<file path="src/rtl/asrx_defs.vh">
// Constants of the asynchronous serial receiver
// How it works
// - Receive-complete flag is high whenever the buffer holds an unread frame.
// - Clearing receiver enable flushes the buffer and drops receive-complete.
// - Interrupt request follows receive-complete while enabled; reading the last buffered frame clears it.
// - Error flags live in the FIFO with their frame, shown at read slot.
// - Error flags cannot be written and raise no interrupt.
// - Frame error shows the first stop bit of the next readable frame.
// - Only the first stop bit is checked; further stop bits are ignored.
// - Overrun when buffer full, shifter waiting and a new start bit arrives.
// - Overrun clears when a frame moves from shifter into buffer.
// - Parity error is zero for frames received while parity checking is disabled.
// - Checker runs when parity enable set; odd select picks parity sense.
// - Parity result stored with frame; kept until its data are read.
// - Disable is immediate, abandons frame, releases receive pin.
// - Sample at 16x baud normally, 8x in double speed.
// - Falling edge starts detection; samples 8-10 or 4-6 voted, high rejects.
// - Bit timing resynchronises on every accepted start bit.
// - Per-bit state machine of 16 or 8 states, state equals sample index.
// - Each bit decided by majority of its three centre samples.
// - A low voted first stop bit sets frame error for that frame.
// - Next start accepted right after stop voting; later in double speed.
// - Setting receiver enable starts reception and takes the receive pin.
// - Unused upper data bits read as zero for short characters.
`ifndef ASRX_DEFS_VH
`define ASRX_DEFS_VH
`define ASRX_SPB_NORM   5'h10
`define ASRX_SPB_DBL    5'h08
`define ASRX_V1_NORM    5'h08
`define ASRX_V3_NORM    5'h0A
`define ASRX_V1_DBL     5'h04
`define ASRX_V3_DBL     5'h06
`define ASRX_DBL_RESTART 5'h07
`define ASRX_FIFO_DEPTH 2
`define ASRX_ENT_W      12
`endif

</file>
<file path="src/rtl/asrx_fifo.v">
// Two-entry receive buffer with registered read data
`timescale 1ns/100ps
module asrx_fifo #(
   parameter W = 12
) (
   input  wire         sys_clk_i,
   input  wire         reset_i,
   input  wire         flush_i,
   input  wire         push_i,
   input  wire [W-1:0] wdata_i,
   input  wire         pop_i,
   output reg  [W-1:0] rdata_o,
   output reg          empty_o,
   output reg          full_o
);
   reg [W-1:0] mem_q [0:1];
   reg         wp_q;
   reg         rp_q;
   reg [1:0]   cnt_q;
   wire        do_pop  = pop_i && (cnt_q != 2'h0);
   wire        do_push = push_i && (cnt_q != 2'h2);
   reg [1:0]   cnt_d;
   reg         rp_d;

   always @* begin
      cnt_d = cnt_q;
      rp_d  = rp_q;
      if (do_pop) begin
         rp_d = ~rp_q;
      end
      if (do_push && !do_pop) begin
         cnt_d = cnt_q + 2'h1;
      end else if (do_pop && !do_push) begin
         cnt_d = cnt_q - 2'h1;
      end
   end

   always @(posedge sys_clk_i or posedge reset_i) begin
      if (reset_i) begin
         wp_q    <= 1'b0;
         rp_q    <= 1'b0;
         cnt_q   <= 2'h0;
         empty_o <= 1'b1;
         full_o  <= 1'b0;
         rdata_o <= {W{1'b0}};
         mem_q[0] <= {W{1'b0}};
         mem_q[1] <= {W{1'b0}};
      end else if (flush_i) begin
         wp_q    <= 1'b0;
         rp_q    <= 1'b0;
         cnt_q   <= 2'h0;
         empty_o <= 1'b1;
         full_o  <= 1'b0;
         rdata_o <= {W{1'b0}};
      end else begin
         if (do_push) begin
            mem_q[wp_q] <= wdata_i;
            wp_q        <= ~wp_q;
         end
         cnt_q   <= cnt_d;
         rp_q    <= rp_d;
         empty_o <= (cnt_d == 2'h0);
         full_o  <= (cnt_d == 2'h2);
         // Head entry: bypass a push into an empty slot
         if (do_push && (cnt_d == 2'h1) && (cnt_q == 2'h0 || do_pop)) begin
            rdata_o <= wdata_i;
         end else begin
            rdata_o <= mem_q[rp_d];
         end
      end
   end
endmodule // asrx_fifo

</file>
<file path="src/rtl/asrx_receiver.v">
// Receive path of an asynchronous serial port
`timescale 1ns/100ps
`include "asrx_defs.vh"
module asrx_receiver #(
   parameter DATA_W = 9
) (
   input  wire              sys_clk_i,
   input  wire              reset_i,
   input  wire              os_tick_i,
   input  wire              rxd_i,
   input  wire              receiver_enable_bit_i,
   input  wire              rx_done_irq_enable_i,
   input  wire              double_speed_bit_i,
   input  wire              parity_check_enable_i,
   input  wire              parity_odd_select_i,
   input  wire [3:0]        char_bits_i,
   input  wire              stop_bits_select_i,
   input  wire              data_read_i,
   input  wire              status_write_i,
   input  wire [2:0]        status_wdata_i,
   output reg  [DATA_W-1:0] rx_data_register_o,
   output reg               rx_complete_flag_o,
   output reg               frame_err_flag_o,
   output reg               overrun_flag_o,
   output reg               parity_err_flag_o,
   output reg               rx_irq_o,
   output reg               pin_override_o
);
   localparam [4:0] ST_IDLE  = 5'b00001;
   localparam [4:0] ST_START = 5'b00010;
   localparam [4:0] ST_DATA  = 5'b00100;
   localparam [4:0] ST_PAR   = 5'b01000;
   localparam [4:0] ST_STOP  = 5'b10000;

   // Status writes and stop count are ignored on purpose
   localparam [3:0] DW4 = DATA_W;

   reg              sync1_q;
   reg              sync2_q;
   reg              prev_q;
   reg [4:0]        st_q;
   reg [4:0]        smp_q;
   reg [1:0]        ones_q;
   reg [3:0]        bit_q;
   reg [DATA_W-1:0] shf_q;
   reg              par_q;
   reg              pend_q;
   reg [DATA_W-1:0] pend_data_q;
   reg              pend_fe_q;
   reg              pend_pe_q;
   reg              ovr_q;
   reg              gap_q;

   wire [`ASRX_ENT_W-1:0] head;
   wire                   fifo_empty;
   wire                   fifo_full;

   wire [4:0] spb = double_speed_bit_i ? `ASRX_SPB_DBL : `ASRX_SPB_NORM;
   wire [4:0] v1  = double_speed_bit_i ? `ASRX_V1_DBL : `ASRX_V1_NORM;
   wire [4:0] v3  = double_speed_bit_i ? `ASRX_V3_DBL : `ASRX_V3_NORM;
   wire       in_vote = (smp_q >= v1) && (smp_q <= v3);
   wire [1:0] ones_n  = ones_q + {1'b0, sync2_q};
   wire       voted   = ones_n[1];
   wire       last_v  = os_tick_i && (smp_q == v3);
   wire       bit_end = os_tick_i && (smp_q == spb);
   wire       fall    = os_tick_i && prev_q && !sync2_q;

   // Mask of bits used by the configured character size
   wire [DATA_W-1:0] cmask = ~({DATA_W{1'b1}} << char_bits_i);

   // Pending frame moves to the buffer when a slot is free
   wire push = pend_q && !fifo_full;
   wire pop  = data_read_i && !fifo_empty;
   wire frame_done = (st_q == ST_STOP) && last_v;
   // Bits enter at the top, so the frame sits right-aligned after a shift
   wire [DATA_W-1:0] dbits = (shf_q >> (DW4 - char_bits_i)) & cmask;
   wire par_calc = ^dbits ^ parity_odd_select_i;
   wire pe_now = parity_check_enable_i && (par_calc != par_q);
   wire start_ok = (st_q == ST_START) && last_v && !voted;

   asrx_fifo #(
      .W(`ASRX_ENT_W)
   ) u_fifo (
      .sys_clk_i (sys_clk_i),
      .reset_i   (reset_i),
      .flush_i   (!receiver_enable_bit_i),
      .push_i    (push),
      .wdata_i   ({pend_fe_q, ovr_q, pend_pe_q, pend_data_q}),
      .pop_i     (pop),
      .rdata_o   (head),
      .empty_o   (fifo_empty),
      .full_o    (fifo_full)
   );

   always @(posedge sys_clk_i or posedge reset_i) begin
      if (reset_i) begin
         sync1_q <= 1'b1;
         sync2_q <= 1'b1;
      end else begin
         sync1_q <= rxd_i;
         sync2_q <= sync1_q;
      end
   end

   always @(posedge sys_clk_i or posedge reset_i) begin
      if (reset_i) begin
         prev_q      <= 1'b1;
         st_q        <= ST_IDLE;
         smp_q       <= 5'h00;
         ones_q      <= 2'h0;
         bit_q       <= 4'h0;
         shf_q       <= {DATA_W{1'b0}};
         par_q       <= 1'b0;
         pend_q      <= 1'b0;
         pend_data_q <= {DATA_W{1'b0}};
         pend_fe_q   <= 1'b0;
         pend_pe_q   <= 1'b0;
         ovr_q       <= 1'b0;
         gap_q       <= 1'b0;
      end else if (!receiver_enable_bit_i) begin
         prev_q <= 1'b1;
         st_q   <= ST_IDLE;
         smp_q  <= 5'h00;
         ones_q <= 2'h0;
         pend_q <= 1'b0;
         ovr_q  <= 1'b0;
         gap_q  <= 1'b0;
      end else begin
         if (os_tick_i) begin
            prev_q <= sync2_q;
         end
         if (push) begin
            pend_q <= 1'b0;
            ovr_q  <= 1'b0;
         end
         case (st_q)
            ST_IDLE: begin
               if (gap_q) begin
                  // Double speed waits a little past the stop vote
                  if (os_tick_i) begin
                     smp_q <= smp_q + 5'h01;
                     if (smp_q == `ASRX_DBL_RESTART) begin
                        gap_q <= 1'b0;
                        smp_q <= 5'h00;
                     end
                  end
               end else if (fall) begin
                  st_q   <= ST_START;
                  smp_q  <= 5'h02;
                  ones_q <= 2'h0;
                  if (pend_q && fifo_full) begin
                     ovr_q <= 1'b1;
                  end
               end
            end
            ST_START, ST_DATA, ST_PAR, ST_STOP: begin
               if (os_tick_i) begin
                  smp_q <= bit_end ? 5'h01 : smp_q + 5'h01;
                  if (in_vote) begin
                     ones_q <= ones_n;
                  end
                  if (bit_end) begin
                     ones_q <= 2'h0;
                  end
               end
               if (st_q == ST_START && last_v && voted) begin
                  st_q  <= ST_IDLE;
                  smp_q <= 5'h00;
               end
               if (start_ok) begin
                  bit_q <= 4'h0;
               end
               if (bit_end && st_q == ST_START) begin
                  st_q <= ST_DATA;
               end
               if (last_v && st_q == ST_DATA) begin
                  shf_q <= {voted, shf_q[DATA_W-1:1]};
               end
               if (bit_end && st_q == ST_DATA) begin
                  bit_q <= bit_q + 4'h1;
                  if (bit_q == char_bits_i - 4'h1) begin
                     st_q <= parity_check_enable_i ? ST_PAR : ST_STOP;
                  end
               end
               if (last_v && st_q == ST_PAR) begin
                  par_q <= voted;
               end
               if (bit_end && st_q == ST_PAR) begin
                  st_q <= ST_STOP;
               end
               if (frame_done) begin
                  st_q        <= ST_IDLE;
                  smp_q       <= 5'h00;
                  gap_q       <= double_speed_bit_i;
                  pend_q      <= 1'b1;
                  pend_data_q <= dbits;
                  pend_fe_q   <= !voted;
                  pend_pe_q   <= pe_now;
               end
            end
            default: begin
               st_q <= ST_IDLE;
            end
         endcase
      end
   end

   always @(posedge sys_clk_i or posedge reset_i) begin
      if (reset_i) begin
         rx_data_register_o <= {DATA_W{1'b0}};
         rx_complete_flag_o <= 1'b0;
         frame_err_flag_o   <= 1'b0;
         overrun_flag_o     <= 1'b0;
         parity_err_flag_o  <= 1'b0;
         rx_irq_o           <= 1'b0;
         pin_override_o     <= 1'b0;
      end else begin
         rx_data_register_o <= head[DATA_W-1:0];
         rx_complete_flag_o <= !fifo_empty && receiver_enable_bit_i;
         frame_err_flag_o   <= head[11] & !fifo_empty;
         overrun_flag_o     <= head[10] & !fifo_empty;
         parity_err_flag_o  <= head[9] & !fifo_empty;
         rx_irq_o           <= rx_done_irq_enable_i && !fifo_empty
                               && receiver_enable_bit_i;
         pin_override_o     <= receiver_enable_bit_i;
      end
   end
endmodule // asrx_receiver

</file>
<file path="config.mk">
export PLATFORM = sky130hd
export DESIGN_NAME = asrx_receiver
export DESIGN_NICKNAME = d
export VERILOG_FILES = /design/src/rtl/asrx_fifo.v /design/src/rtl/asrx_receiver.v
export VERILOG_INCLUDE_DIRS = /design/src /design/src/rtl
export SDC_FILE = /design/constraint.sdc
export NUM_CORES = 1
export LEC_CHECK = 0
export ABC_AREA = 1
export BUFFER_PORTS_ARGS = -buffer_cell sky130_fd_sc_hd__buf_2
export CAP_MARGIN = 20
export CORE_UTILIZATION = 40
export DETAILED_ROUTE_END_ITERATION = 16
export PLACE_DENSITY_LB_ADDON = 0.25
export SLEW_MARGIN = 0
export SYNTH_ARGS = -nofsm -noshare
export SYNTH_HDL_FRONTEND = slang
export SYNTH_HIERARCHICAL = 1
export SYNTH_SLANG_ARGS = --single-unit
</file>
<file path="constraint.sdc">
create_clock -name sys_clk_i -period 1.7 [get_ports sys_clk_i]
set_input_delay 0.17 -clock sys_clk_i [delete_from_list [all_inputs] [get_ports sys_clk_i]]
set_output_delay 0.17 -clock sys_clk_i [all_outputs]
set_load 0.03 [all_outputs]
</file>
* After elaboration in Yosys (flattened, before gate mapping)
Cells that the tools add are included.
Storage, ports and cells: flip-flop bits (word level) 100, input bits 19, word-level logic and storage cells 195
Operators by class: add/subtract/negate cells 7, order comparisons 5, equal/unequal tests 24, shift-type cells 2, mux-type cells 67, bitwise gates (word level) 10, reductions and logical operators 50
Operators by type and width (number):
- two-way mux 5 bit | 19
- two-way mux 12 bit | 6
- logical AND 1 bit | 28
- bitwise mux 24 bit | 1
- two-way mux 1 bit | 23
- case mux 5 bit (2 select lines) | 2
- two-way mux 2 bit | 9
- two-way mux 4 bit | 4
- demux 12 bit (select 1 bit) | 1
- inequality test 3 bit, second input constant | 4
- inequality test 4 bit, second input constant | 3
- AND reduction 3 bit | 4
- equality test 5 x 3 -> 1 bit, second input constant | 2
- AND 9 bit | 1
- inverter 9 bit | 1
- parity 9 bit | 1
- left shift 9 x 4 -> 9 bit, first input constant | 1
- right shift 9 x 4 -> 9 bit | 1
- zero test 1 bit | 6
- AND reduction 2 bit | 3
- adder 5 x 1 -> 5 bit, second input constant | 1
- equality test 5 x 1 -> 1 bit, second input constant | 1
- equality test 5 x 2 -> 1 bit, second input constant | 1
- equality test 5 x 4 -> 1 bit | 1
- other kinds (33) | 41

* Logic depth before layout (Yosys ltp)
Gate-level depths: netlist of run 1.
depth after elaboration 13, depth in mapped cells 20, gate-level depth less buffers 18

* By module
Netlist of run 1, hierarchy kept.
Modules (own cells, without submodules):
- asrx_receiver | instances 1, cells an instance 458, area an instance 3552.2 µm²
- asrx_fifo | instances 1, cells an instance 243, area an instance 1978.1 µm²

* Least setup slack after synthesis of run 1
No wires, ideal clock.
kind input to register, start point input port char_bits_i[1], end point register pend_pe_q, arrival time 1.978 ns, slack -0.394 ns, stages 20, path buffers 2, cell sequence buf_4 -> inv_2 -> buf_4 -> ha_1 -> ha_1 -> nand2_1 -> inv_1 -> nand2_1 -> nor2_1 -> inv_1 -> nand2_1 -> nand2_1 -> inv_1 -> nand2_1 -> nand3_1 -> nand2_1 -> nand2_1 -> nand2_1 -> nand2_1 -> nand2_1
On the way: word-level cells in the longest chain between the ends 7, elaborated cells on any way between the ends 9
RTL lines:
- from (decl) | line asrx_receiver.v:16 | input wire [3:0] char_bits_i,
- subtractor 4 bit / left shift 9 x 4 -> 9 bit (equally long branches) | line asrx_receiver.v:76, asrx_receiver.v:69
- right shift 9 x 4 -> 9 bit / inverter 9 bit (equally long branches) | line asrx_receiver.v:76, asrx_receiver.v:69
- AND 9 bit * | line asrx_receiver.v:76 | wire [DATA_W-1:0] dbits = (shf_q >> (DW4 - char_bits_i)) & cmask;
- parity 9 bit * | line asrx_receiver.v:77 | wire par_calc = ^dbits ^ parity_odd_select_i;
- XOR 1 bit * | line asrx_receiver.v:77
- inequality test 1 bit * | line asrx_receiver.v:78 | wire pe_now = parity_check_enable_i && (par_calc != par_q);
- logical AND 1 bit * | line asrx_receiver.v:78
- to (signal assigned) | line asrx_receiver.v:198 | pend_pe_q <= pe_now;
- to (decl) | line asrx_receiver.v:50 | reg pend_pe_q;
Mark *: on every way between the ends. The rest lies on a longest branch, timed or not. A chain may end at the register's enable or synchronous reset.

* Final worst setup path of run 1
start point register smp_q[3], end point register st_q[4]
On the way: word-level cells in the longest chain between the ends 12, elaborated cells on any way between the ends 18
RTL lines:
- from (decl) | line asrx_receiver.v:42 | reg [4:0] smp_q;
- from (signal assigned) | line asrx_receiver.v:141 | smp_q <= smp_q + 5'h01;
- from (signal assigned) | line asrx_receiver.v:158 | smp_q <= bit_end ? 5'h01 : smp_q + 5'h01;
- equality test 5 x 4 -> 1 bit | line asrx_receiver.v:64 | wire last_v = os_tick_i && (smp_q == v3);
- logical AND 1 bit | line asrx_receiver.v:64
- logical AND 1 bit (2 in series) | line asrx_receiver.v:166 | if (st_q == ST_START && last_v && voted) begin
- two-way mux 5 bit | line asrx_receiver.v:166
- two-way mux 5 bit | line asrx_receiver.v:173 | if (bit_end && st_q == ST_START) begin
- two-way mux 5 bit | line asrx_receiver.v:181 | if (bit_q == char_bits_i - 4'h1) begin
- two-way mux 5 bit | line asrx_receiver.v:179 | if (bit_end && st_q == ST_DATA) begin
- two-way mux 5 bit | line asrx_receiver.v:188 | if (bit_end && st_q == ST_PAR) begin
- two-way mux 5 bit * | line asrx_receiver.v:191 | if (frame_done) begin
- case mux 5 bit (2 select lines) * | line asrx_receiver.v:136 | case (st_q)
- two-way mux 5 bit * | line asrx_receiver.v:120 | end else if (!receiver_enable_bit_i) begin
- to (signal assigned) | line asrx_receiver.v:182 | st_q <= parity_check_enable_i ? ST_PAR : ST_STOP;
- to (decl) | line asrx_receiver.v:41 | reg [4:0] st_q;
Marked as above.

==> results of run 1 <==
==> layer usage <==
layer | part of all wire | vias to the layer above
met5 | 0 | -
met4 | 0.022 | 0
met3 | 0.029 | 25
met2 | 0.50 | 100
met1 | 0.45 | 2337
li1 | - | 2506
==> what timing repair did <==
| item | 4_1_cts | 5_1_grt |
|---|---|---|
| endpoints found under the setup margin | 50 | 51 |
| resized for setup | 50 | 78 |
| buffers inserted | 8 | 13 |
| pin swaps | 20 | 31 |
| hold buffers | 2 | 0 |
| gates cloned | 4 | 1 |
| hold endpoints to repair | 50 | 0 |
==> layout by cell type (no fill, tap or decap), drive strengths merged, types with 4 or more instances in the layout <==
| master | synthesis | final |
|---|---|---|
| buf | 12 | 131 |
| xnor2 | 5 | 5 |
| ha | 17 | 17 |
| inv | 80 | 84 |
| o21ai | 53 | 53 |
| dfstp | 5 | 5 |
| nor2 | 77 | 78 |
| dfrtp | 95 | 95 |
| xor2 | 5 | 5 |
| o31ai | 4 | 4 |
| nand4 | 4 | 4 |
| nor3 | 9 | 9 |
| a21oi | 16 | 16 |
| nand2 | 240 | 240 |
| nand3 | 58 | 61 |
| o21bai | 4 | 4 |
| clkbuf | 4 | 10 |
==> cell families (layout without fill, tap and decap cells) <==
| kind of cell | Yosys count | count (layout) | synth area share |
|---|---|---|---|
| AOI/OAI and AO/OA | 86 | 86 | 0.0971 |
| and+or+nand+nor | 392 | 396 | 0.320 |
| buffers and inverters | 96 | 230 | 0.0753 |
| xor gates and xnor gates | 10 | 10 | 0.0158 |
| DFF | 100 | 100 | 0.454 |
| adders and majority gates | 17 | 17 | 0.0385 |
==> area by class of cell <==
cell class	count	area, µm²
clock inverter	7	93.8
clock buffer	9	225
sequential	100	2510
inverter	80	320
timing repair buffer	134	1070
fill	1200	5810
tap	176	220
multi-input combinational	509	3100
==> through the flow <==
stage | setup slack, ns | power, mW
2_1_floorplan | -0.187 | 3.41
3_3_place_gp | -0.287 | 3.89
3_5_place_dp | -0.291 | 3.93
4_1_cts | -0.206 | 6.27
5_1_grt | -0.238 | 6.72
6_report | -0.167 | 6.41
==> state kept, by name, summed over array words and instances, names as in the netlist, 2 cells and up <==
register            cells
bit_q                   4
smp_q                   5
u_fifo/rdata_o         12
pend_data_q             9
u_fifo/cnt_q            2
ones_q                  2
st_q                    5
u_fifo/mem_q           24
shf_q                   9
rx_data_register_o      9
==> worst paths after layout <==
check	from	to	slack (ns)	depth (start not counted)
max	smp_q[3]	st_q[4]	-0.17	10
min	rx_done_irq_enable_i	rx_irq_o	0.08	2
max reg2reg	smp_q[3]	st_q[4]	-0.17	10
min reg2reg	u_fifo/rdata_o[4]	rx_data_register_o[4]	0.35	0
max in group asynchronous	reset_i	u_fifo/cnt_q[1]	0.82	4
min in group asynchronous	reset_i	pend_fe_q	0.33	3
==> power breakdown <==
group          leakage [nW]  total [mW]  internal (mW)  switching [mW]
Combinational          2.27        1.65          0.703           0.949
Sequential             1.34        2.57           2.49          0.0867
Clock                 0.153        2.19           1.19            1.00
Total                  3.77        6.41           4.38            2.04
==> metrics.yaml, run 1 <==
post-route-period-util: 1.10
vias: 4968
crit_type: "reg -> reg"
tightest_slew_ns: 0.534
power_density_mw_per_mm2: 851
crit_required_ns: 1.94
relSlewSlack: 0.644
grt_pass1_vias: 4833
yosysMostFrequentCell: "nand2_1"
synthTopCellsByArea: "dfrtp_1, nand2_1, nand3_1"
ir_drop_uv: 429
dieArea_mm2: 0.0143
postLayoutSetupSlackWorst_ns: -0.167
avgSynthCellArea_um2: 7.89
max_stage_delay_ns: 0.43
synth_top_area_share: 0.430
drive_above_1_share: 0.361
use_met2: 0.325
antenna_found_initial: 0
synth_cells: 701
final_core_util: 0.565
max_freq_ghz: 0.536
drc: 0
clk_pin_slew_ns: 0.08
whs_ns: 0.0764
ant_nets: 0
die_h_um: 120
critPathLaunchType: "flop"
synthTopCellsByCount: "nand2_1, dfrtp_1, inv_1"
clockBufferDepth: 2
final_area_mm2: 0.00754
cp_top_family: "simple AND/OR/NAND/NOR gates"
status: "finished, violations left"
cp_max_fo: 4
netlist_area_mm2: 0.00553
cts_tree: "built"
crit_buf_inv: 3
finClkSkew_ns: 0.00588
synth-main-ff-cell: "dfrtp_1"
grt_max_degree: 43
dp.cells: 974
period_needed_ns: 1.87
violations: "setup timing"
setup_tns_ns: -4.21
dr.pass1.iters: 5
grt_use_met3: 0.0333
grtUsageMet1: 0.257
gp_congestion: 0.906
syn_to_final_growth_pct: 36.4
initial_core_util: 0.414
synth_area_leader_cell: "dfrtp_1"
cts_sinks: 100
fin_nets: 870
finalMaxSlewViolations: 0
grt_remaining_overflow: 0
port_buffers: 28
rows: 42
yosysWarnings: 6
synth_edf_count: 0
cp-end-kind: "flop"
final_cells: 1015
cp_slowest_cell: "dfrtp_2"
coreArea_mm2: 0.0133
wl_um: 13700
grt_usage: 0.197
hold_violations: 0
dpl-instance-area_mm2: 0.00654
ys_ff_latch: 100
async_flop_share: 1.00
ys_seq_area_frac: 0.454
pin_count: 34
cts_buffers: 9
grt-busiest-layer: "met2"
clkLatencyLatePin_ns: 0.35
rsz0062_at_grt: "yes"
htreeDepth: 3
wl_per_cell_um: 13.5
synth_fp_nets: 737
avgViaCountPerCell: 4.89
root_buffer: "clkbuf_16"
diodes: 0
grt_pass1_wl_um: 22600
maxCapViolCount: 0
setup_viol: 38
drt-initial-drc-count: 290
synth.distinct_cells: 42
arrival_ns: 2.11
power_leakage_nw: 3.77
die_w_um: 120
holdCritPathClass: "in -> reg"
worstPathCellList: "ha_4 > nand4_1 > or2_4 > nor2_8 > nand2_4 > buf_4 > inv_2 > nor2_1 > o22ai_1 > inv_1"
dp.final_hpwl_um: 9480
(Power assumes the default switching activity.)
==> inputs of run 2 (changes only) <==
- MAX_ROUTING_LAYER: default -> met4
==> run 2 against run 1 <==
  * The flow still finishes with violations (setup timing)
  * Final area decreased by 1.3%
  * Flip-flop and latch count stayed put
  * Sequential share of layout area is 0.45 points higher
  * Largest cell class unchanged
  * Utilization down 0.73 points
  * Sequential power about the same
  * Routed wire length fell by 3.6%
==> metrics.yaml, run 2 (same netlist as run 1, synthesis figures left out) <==
fin_nets: 863  # was 870
ant_nets: 0  # unchanged
power_leakage_nw: 3.69  # was 3.77 nW
cp_max_fo: 5  # was 4
dieArea_mm2: 0.0143  # unchanged
fillers: 1209  # was 1200
wl_um: 13200  # was 13700 µm
grt_pass1_wl_um: 22300  # was 22600 µm
dr.pass1.iters: 4  # was 5
dp.final_hpwl_um: 9240  # was 9480 µm
grt_pass1_vias: 4763  # was 4833
drt-initial-drc-count: 326  # was 290
r2r_cells: 9  # was 10
power_density_mw_per_mm2: 818  # was 851 mW/mm²
status: "finished, violations left"  # unchanged
rows: 42  # unchanged
relSlewSlack: 0.646  # was 0.644
grt_usage: 0.201  # was 0.197
gp_congestion: 0.933  # was 0.906
final_common_cell: "nand2_1"  # unchanged
drive_above_1_share: 0.358  # was 0.361
post-route-period-util: 1.11  # was 1.10
vias: 4882  # was 4968
highest_layer: "met4"  # unchanged
min_from: "rx_done_irq_enable_i"  # unchanged
worstHoldEndpoint: "rx_irq_o"  # unchanged
clkLatencyLatePin_ns: 0.35  # about the same
antenna_found_initial: 0  # unchanged
syn_to_final_growth_pct: 34.6  # was 36.4%
port_buffers: 28  # unchanged
crit_type: "reg -> reg"  # unchanged
final-seq-area_mm2: 0.00251  # about the same
largest_register_ffs: 24  # unchanged
rr_endpoint: "shf_q[3]"  # was st_q[4]
drc: 0  # unchanged
hold_violations: 0  # unchanged
grt_remaining_overflow: 0  # unchanged
clk_pin_slew_ns: 0.07  # was 0.08 ns
rrSetupSlack_ns: -0.19  # was -0.17 ns
cts_sinks: 100  # unchanged
clockBufferDepth: 2  # unchanged
ir_drop_uv: 516  # was 429 µV
htreeDepth: 3  # unchanged
setup_tns_ns: -4.75  # was -4.21 ns
crit_required_ns: 1.94  # about the same
coreArea_mm2: 0.0133  # unchanged
cts_buffers: 9  # unchanged
reg2reg_from: "smp_q[3]"  # unchanged
critPathLaunchType: "flop"  # unchanged
violations: "setup timing"  # unchanged
dr_wl_met3_um: 395  # was 400 µm
wl_per_cell_um: 13.1  # was 13.5 µm
maxCapViolCount: 0  # unchanged
pin_count: 34  # unchanged
wl_met1_um: 6100  # was 6180 µm
regMostFlops: "u_fifo/mem_q"  # unchanged
diodes: 0  # unchanged
tightest_slew_ns: 0.530  # was 0.534 ns
layout.cells.most_common_list: "nand2_1, dfrtp_1, buf_4, inv_1, nor2_1"  # unchanged
multiInputGateArea_mm2: 0.00311  # was 0.00310 mm²
final_core_util: 0.558  # was 0.565
initial_core_util: 0.414  # unchanged
max_freq_ghz: 0.528  # was 0.536 GHz
cp-end-kind: "flop"  # unchanged
avgViaCountPerCell: 4.84  # was 4.89
hold_depth: 2  # unchanged
finClkSkew_ns: 0.0101  # was 0.00588 ns
setup_viol: 41  # was 38
reg_top3: "u_fifo/mem_q x24, u_fifo/rdata_o x12"  # unchanged
cts_tree: "built"  # unchanged
finalMaxSlewViolations: 0  # unchanged
arrival_ns: 2.13  # was 2.11 ns
finalPower_mw: 6.09  # was 6.41 mW
routed-wl-met2_um: 6500  # was 6820 µm
die_w_um: 120  # unchanged
root_buffer: "clkbuf_16"  # unchanged
period_needed_ns: 1.89  # was 1.87 ns
grt_max_degree: 43  # unchanged
dp_slack_ns: -0.255  # was -0.291 ns
die_h_um: 120  # unchanged
postLayoutSetupSlackWorst_ns: -0.193  # was -0.167 ns
rsz0062_at_grt: "yes"  # unchanged
holdCritPathClass: "in -> reg"  # unchanged
-- run 2: per-layer routing --
layer / vias to the layer above / GRT usage
met4: 0 / 0.0617
met2: 80 / 0.327
met3: 19 / 0.0394
met1: 2297 / 0.254
li1: 2486 / -
met5: - / -
-- run 2: cell type report --
type,instances,area share
Clock buffer,11,0.0326
Multi-Input combinational cell,509,0.418
Timing Repair Buffer,127,0.134
Clock inverter,5,0.00572
Tap cell,176,0.0296
Inverter,80,0.0427
Sequential cell,100,0.338
-- run 2: worst max-delay path by stage --
stage	start	to	slack, ns
after floorplan	char_bits_i[1]	pend_pe_q	-0.19
after global placement	char_bits_i[2]	pend_pe_q	-0.21
after detailed placement	char_bits_i[2]	pend_pe_q	-0.26
after CTS	smp_q[3]	pend_data_q[6]	-0.16
after global routing	smp_q[3]	shf_q[3]	-0.24
final	smp_q[3]	shf_q[3]	-0.19
-- run 2: worst max-delay path: stages (launching register included) --
cell	delay (ns)
dfrtp_2	0.43
ha_4	0.28
nand4_1	0.12
or2_4	0.28
nor2_8	0.13
buf_12	0.13
buf_12	0.12
nand3_4	0.14
nor2_2	0.13
a21oi_2	0.04
-- run 2: what timing repair did --
action | in CTS | in global routing
endpoints found under the hold margin | 56 | 0
setup endpoints to repair | 50 | 51
gates resized for setup | 47 | 74
pin swaps | 10 | 31
setup buffers | 5 | 7
hold buffers | 2 | 0
cloned | 4 | 1
-- run 2: stage by stage --
step / hold slack, ns / instance area (µm²) / instances
after global placement: 0.213 / 6530 / 973
after detailed placement: 0.219 / 6530 / 973
final: 0.0764 / 7440 / 1008
after floorplan: 0.174 / 5620 / 701
after CTS: 0.0675 / 7080 / 1000
after global routing: 0.0673 / 7440 / 1008
-- run 2: report_power, final --
part	total [mW]	switching [mW]	internal, mW
sequential	2.57	0.0818	2.49
clock	1.97	0.924	1.05
combinational	1.55	0.895	0.656
total	6.09	1.90	4.19
==> inputs of run 3 (changes only) <==
- ABC_AREA: 1 -> default
- BUFFER_PORTS_ARGS: -buffer_cell sky130_fd_sc_hd__buf_2 -> -buffer_cell sky130_fd_sc_hd__clkbuf_2
==> run 3 against run 2 <==
  * Critical endpoint is now pend_pe_q
  * Global-route usage up 1.4 points
  * Final cell count shrank 20%
  * Register-to-register slack lost 0.28 ns
  * Final area increased by 6.7%
  * The run still ends with setup timing left
  * Synthesized cell count shrank 33%
  * Die area shrank 5.0%
  * Worst hold slack worse by 0.039 ns
  * Clock-buffer cell count shrank 1
  * Sequential power is 5% lower
  * Total power fell by 10%
==> metrics.yaml, run 3 <==
status: "finished, violations left"  # unchanged
violations: "setup timing"  # unchanged
drive_above_1_share: 0.571  # was 0.358
maxCapViolCount: 0  # unchanged
power_frac_comb: 0.171  # was 0.254
synth_edf_count: 0  # unchanged
setup_viol: 57  # was 41
ys_seq_area_frac: 0.478  # was 0.454
rows: 41  # was 42
synth_area_leader_cell: "dfrtp_1"  # unchanged
grt_remaining_overflow: 0  # unchanged
regMostFlops: "u_fifo/mem_q"  # unchanged
dp_slack_ns: -0.687  # was -0.255 ns
cts_buffers: 9  # unchanged
clockBufferDepth: 2  # unchanged
die_h_um: 117  # was 120 µm
wl_um: 13400  # was 13200 µm
switching_share: 0.280  # was 0.312
grt_max_degree: 43  # unchanged
finClkSkew_ns: 0.00624  # was 0.0101 ns
antenna_found_initial: 0  # unchanged
die_w_um: 117  # was 120 µm
critPathLaunch: "shf_q[6]"  # was smp_q[3]
reg_top3: "u_fifo/mem_q x24, u_fifo/rdata_o x12"  # unchanged
fin_nets: 669  # was 863
setup_tns_ns: -10.68  # was -4.75 ns
final_common_cell: "buf_4"  # was nand2_1
ys_ff_latch: 100  # unchanged
hold_violations: 0  # unchanged
dr.pass1.iters: 4  # unchanged
cts_tree: "built"  # unchanged
finalPower_mw: 5.46  # was 6.09 mW
netlist_area_mm2: 0.00525  # was 0.00553 mm²
avgSynthCellArea_um2: 11.2  # was 7.89 µm²
initial_core_util: 0.412  # was 0.414
pin_count: 34  # unchanged
clk_pin_slew_ns: 0.07  # about the same
crit_required_ns: 1.94  # about the same
diodes: 0  # unchanged
ir_drop_uv: 484  # was 516 µV
async_flop_share: 1.00  # unchanged
synth_fp_nets: 505  # was 737
syn_to_final_growth_pct: 51.3  # was 34.6%
cp_max_fo: 4  # was 5
htreeDepth: 3  # unchanged
relSlewSlack: 0.639  # was 0.646
arrival_ns: 2.42  # was 2.13 ns
root_buffer: "clkbuf_16"  # unchanged
vias: 4180  # was 4882
cp-end-kind: "flop"  # unchanged
tightest_slew_ns: 0.541  # was 0.530 ns
grt_pass1_vias: 4395  # was 4763
crit_type: "reg -> reg"  # unchanged
layout.cells.most_common_list: "buf_4, dfrtp_1, nor2_1, clkbuf_2, mux2_4"  # was nand2_1, dfrtp_1, buf_4, inv_1, nor2_1
synth.distinct_cells: 74  # was 42
yosysWarnings: 6  # unchanged
max_freq_ghz: 0.459  # was 0.528 GHz
synth_top_area_share: 0.453  # was 0.430
power.share.clock: 0.383  # was 0.324
critPathLaunchType: "flop"  # unchanged
clkLatencyLatePin_ns: 0.35  # about the same
synth_cells: 469  # was 701
gp_congestion: 0.869  # was 0.933
internal_power_mw: 3.93  # was 4.19 mW
dp.final_hpwl_um: 8530  # was 9240 µm
period_needed_ns: 2.18  # was 1.89 ns
rsz0062_at_grt: "yes"  # unchanged
synth-main-ff-cell: "dfrtp_1"  # unchanged
min_from: "rx_done_irq_enable_i"  # unchanged
power_density_mw_per_mm2: 687  # was 818 mW/mm²
synthTopCellsByArea: "dfrtp_1, mux2_2, ha_1"  # was dfrtp_1, nand2_1, nand3_1
dieArea_mm2: 0.0136  # was 0.0143 mm²
synthTopCellsByCount: "dfrtp_1, nor2_1, o21ai_0"  # was nand2_1, dfrtp_1, inv_1
drc: 0  # unchanged
reg2reg_from: "shf_q[6]"  # was smp_q[3]
ant_nets: 0  # unchanged
cts_sinks: 100  # unchanged
grt_usage: 0.216  # was 0.201
grt_pass1_wl_um: 21800  # was 22300 µm
post-route-period-util: 1.28  # was 1.11
yosysMostFrequentCell: "dfrtp_1"  # was nand2_1
avgViaCountPerCell: 5.16  # was 4.84
whs_ns: 0.0373  # was 0.0764 ns
postLayoutSetupSlackWorst_ns: -0.477  # was -0.193 ns
largest_register_ffs: 24  # unchanged
power_leakage_nw: 3.58  # was 3.69 nW
holdCritPathClass: "in -> reg"  # unchanged
drt-initial-drc-count: 270  # was 326
fillers: 1000  # was 1209
wl_per_cell_um: 16.5  # was 13.1 µm
p_sw_mw: 1.53  # was 1.90 mW
coreArea_mm2: 0.0127  # was 0.0133 mm²
port_buffers: 28  # unchanged
seqPwrFrac: 0.446  # was 0.422
finalMaxSlewViolations: 0  # unchanged
==> run 3: changes by cell type after synthesis, sizes merged, moves of 11 or more <==
cell / change
nand3: -42
mux2: +41
inv: -56
nand2: -216
mux2i: +15
o21ai: -27
a221oi: +12
nor2: -38
xnor2: +11
==> run 3: cell families (layout without fill, tap and decap cells) <==
kind of cell               after synthesis  after routing  share of synthesized area
AOI/OAI and AO/OA                       91             91                      0.128
xor gates and xnor gates                20             20                     0.0396
adders and majority gates               17             17                     0.0405
buffers and inverters                   46            214                     0.0429
DFF                                    100            100                      0.478
muxes                                   61             61                      0.139
and+or+nand+nor                        134            135                      0.131
==> run 3: through the flow <==
stage	cell area [µm²]	instances	utilization
after floorplan	5620	469	-
after CTS	7600	805	0.597
after global placement	6670	759	0.524
after global routing	7940	810	0.624
after detailed placement	6670	759	0.524
final	7940	810	0.624
==> run 3: per-layer routing <==
metal  track usage  share of wire  up-vias
met5             -              0        -
met4        0.0675          0.012        0
met3        0.0311          0.018       13
met2         0.367           0.52       51
met1         0.265           0.45     2088
li1              -              -     2028
==> run 3: final cells by class <==
class	instances	area, µm²	area share
inverter	24	98.8	0.0124
tap	172	215	0.0271
timing repair buffer	174	1440	0.181
clock buffer	10	239	0.0301
sequential	100	2510	0.317
multi-input combinational	324	3370	0.425
clock inverter	6	65.1	0.00819
==> run 3: path summary, 6_finish.rpt <==
check                                         to  slack (ns)  depth (start not counted)
setup / recovery                       pend_pe_q       -0.48                          8
hold / removal                          rx_irq_o        0.04                          2
setup reg to reg                       pend_pe_q       -0.48                          8
hold reg to reg            rx_data_register_o[7]        0.35                          0
max in group asynchronous               shf_q[0]        0.71                          4
min in group asynchronous     rx_complete_flag_o        0.40                          3
==> run 3: critical path, cell delays in order (launching register included) <==
cell	delay (ns)
dfrtp_1	0.39
mux2_4	0.17
a21oi_1	0.06
buf_4	0.15
a2111oi_4	0.36
xnor2_1	0.18
xnor2_1	0.15
xnor3_1	0.42
a22o_1	0.18
==> run 3: what timing repair did <==
item,CTS,global route
hold buffers,2,0
hold endpoints to repair,57,0
buffers inserted,25,12
setup endpoints to repair,53,79
pin swaps,28,44
gates cloned,3,0
resized for setup,76,73
==> run 3: power by group through the flow <==
stage	clock network, mW	logic (mW)	registers, mW
floorplan	0	0.455	2.48
global placement	0	0.735	2.47
detailed placement	0	0.747	2.47
CTS	2.14	0.834	2.43
global route	2.24	1.01	2.43
finish	2.09	0.933	2.43
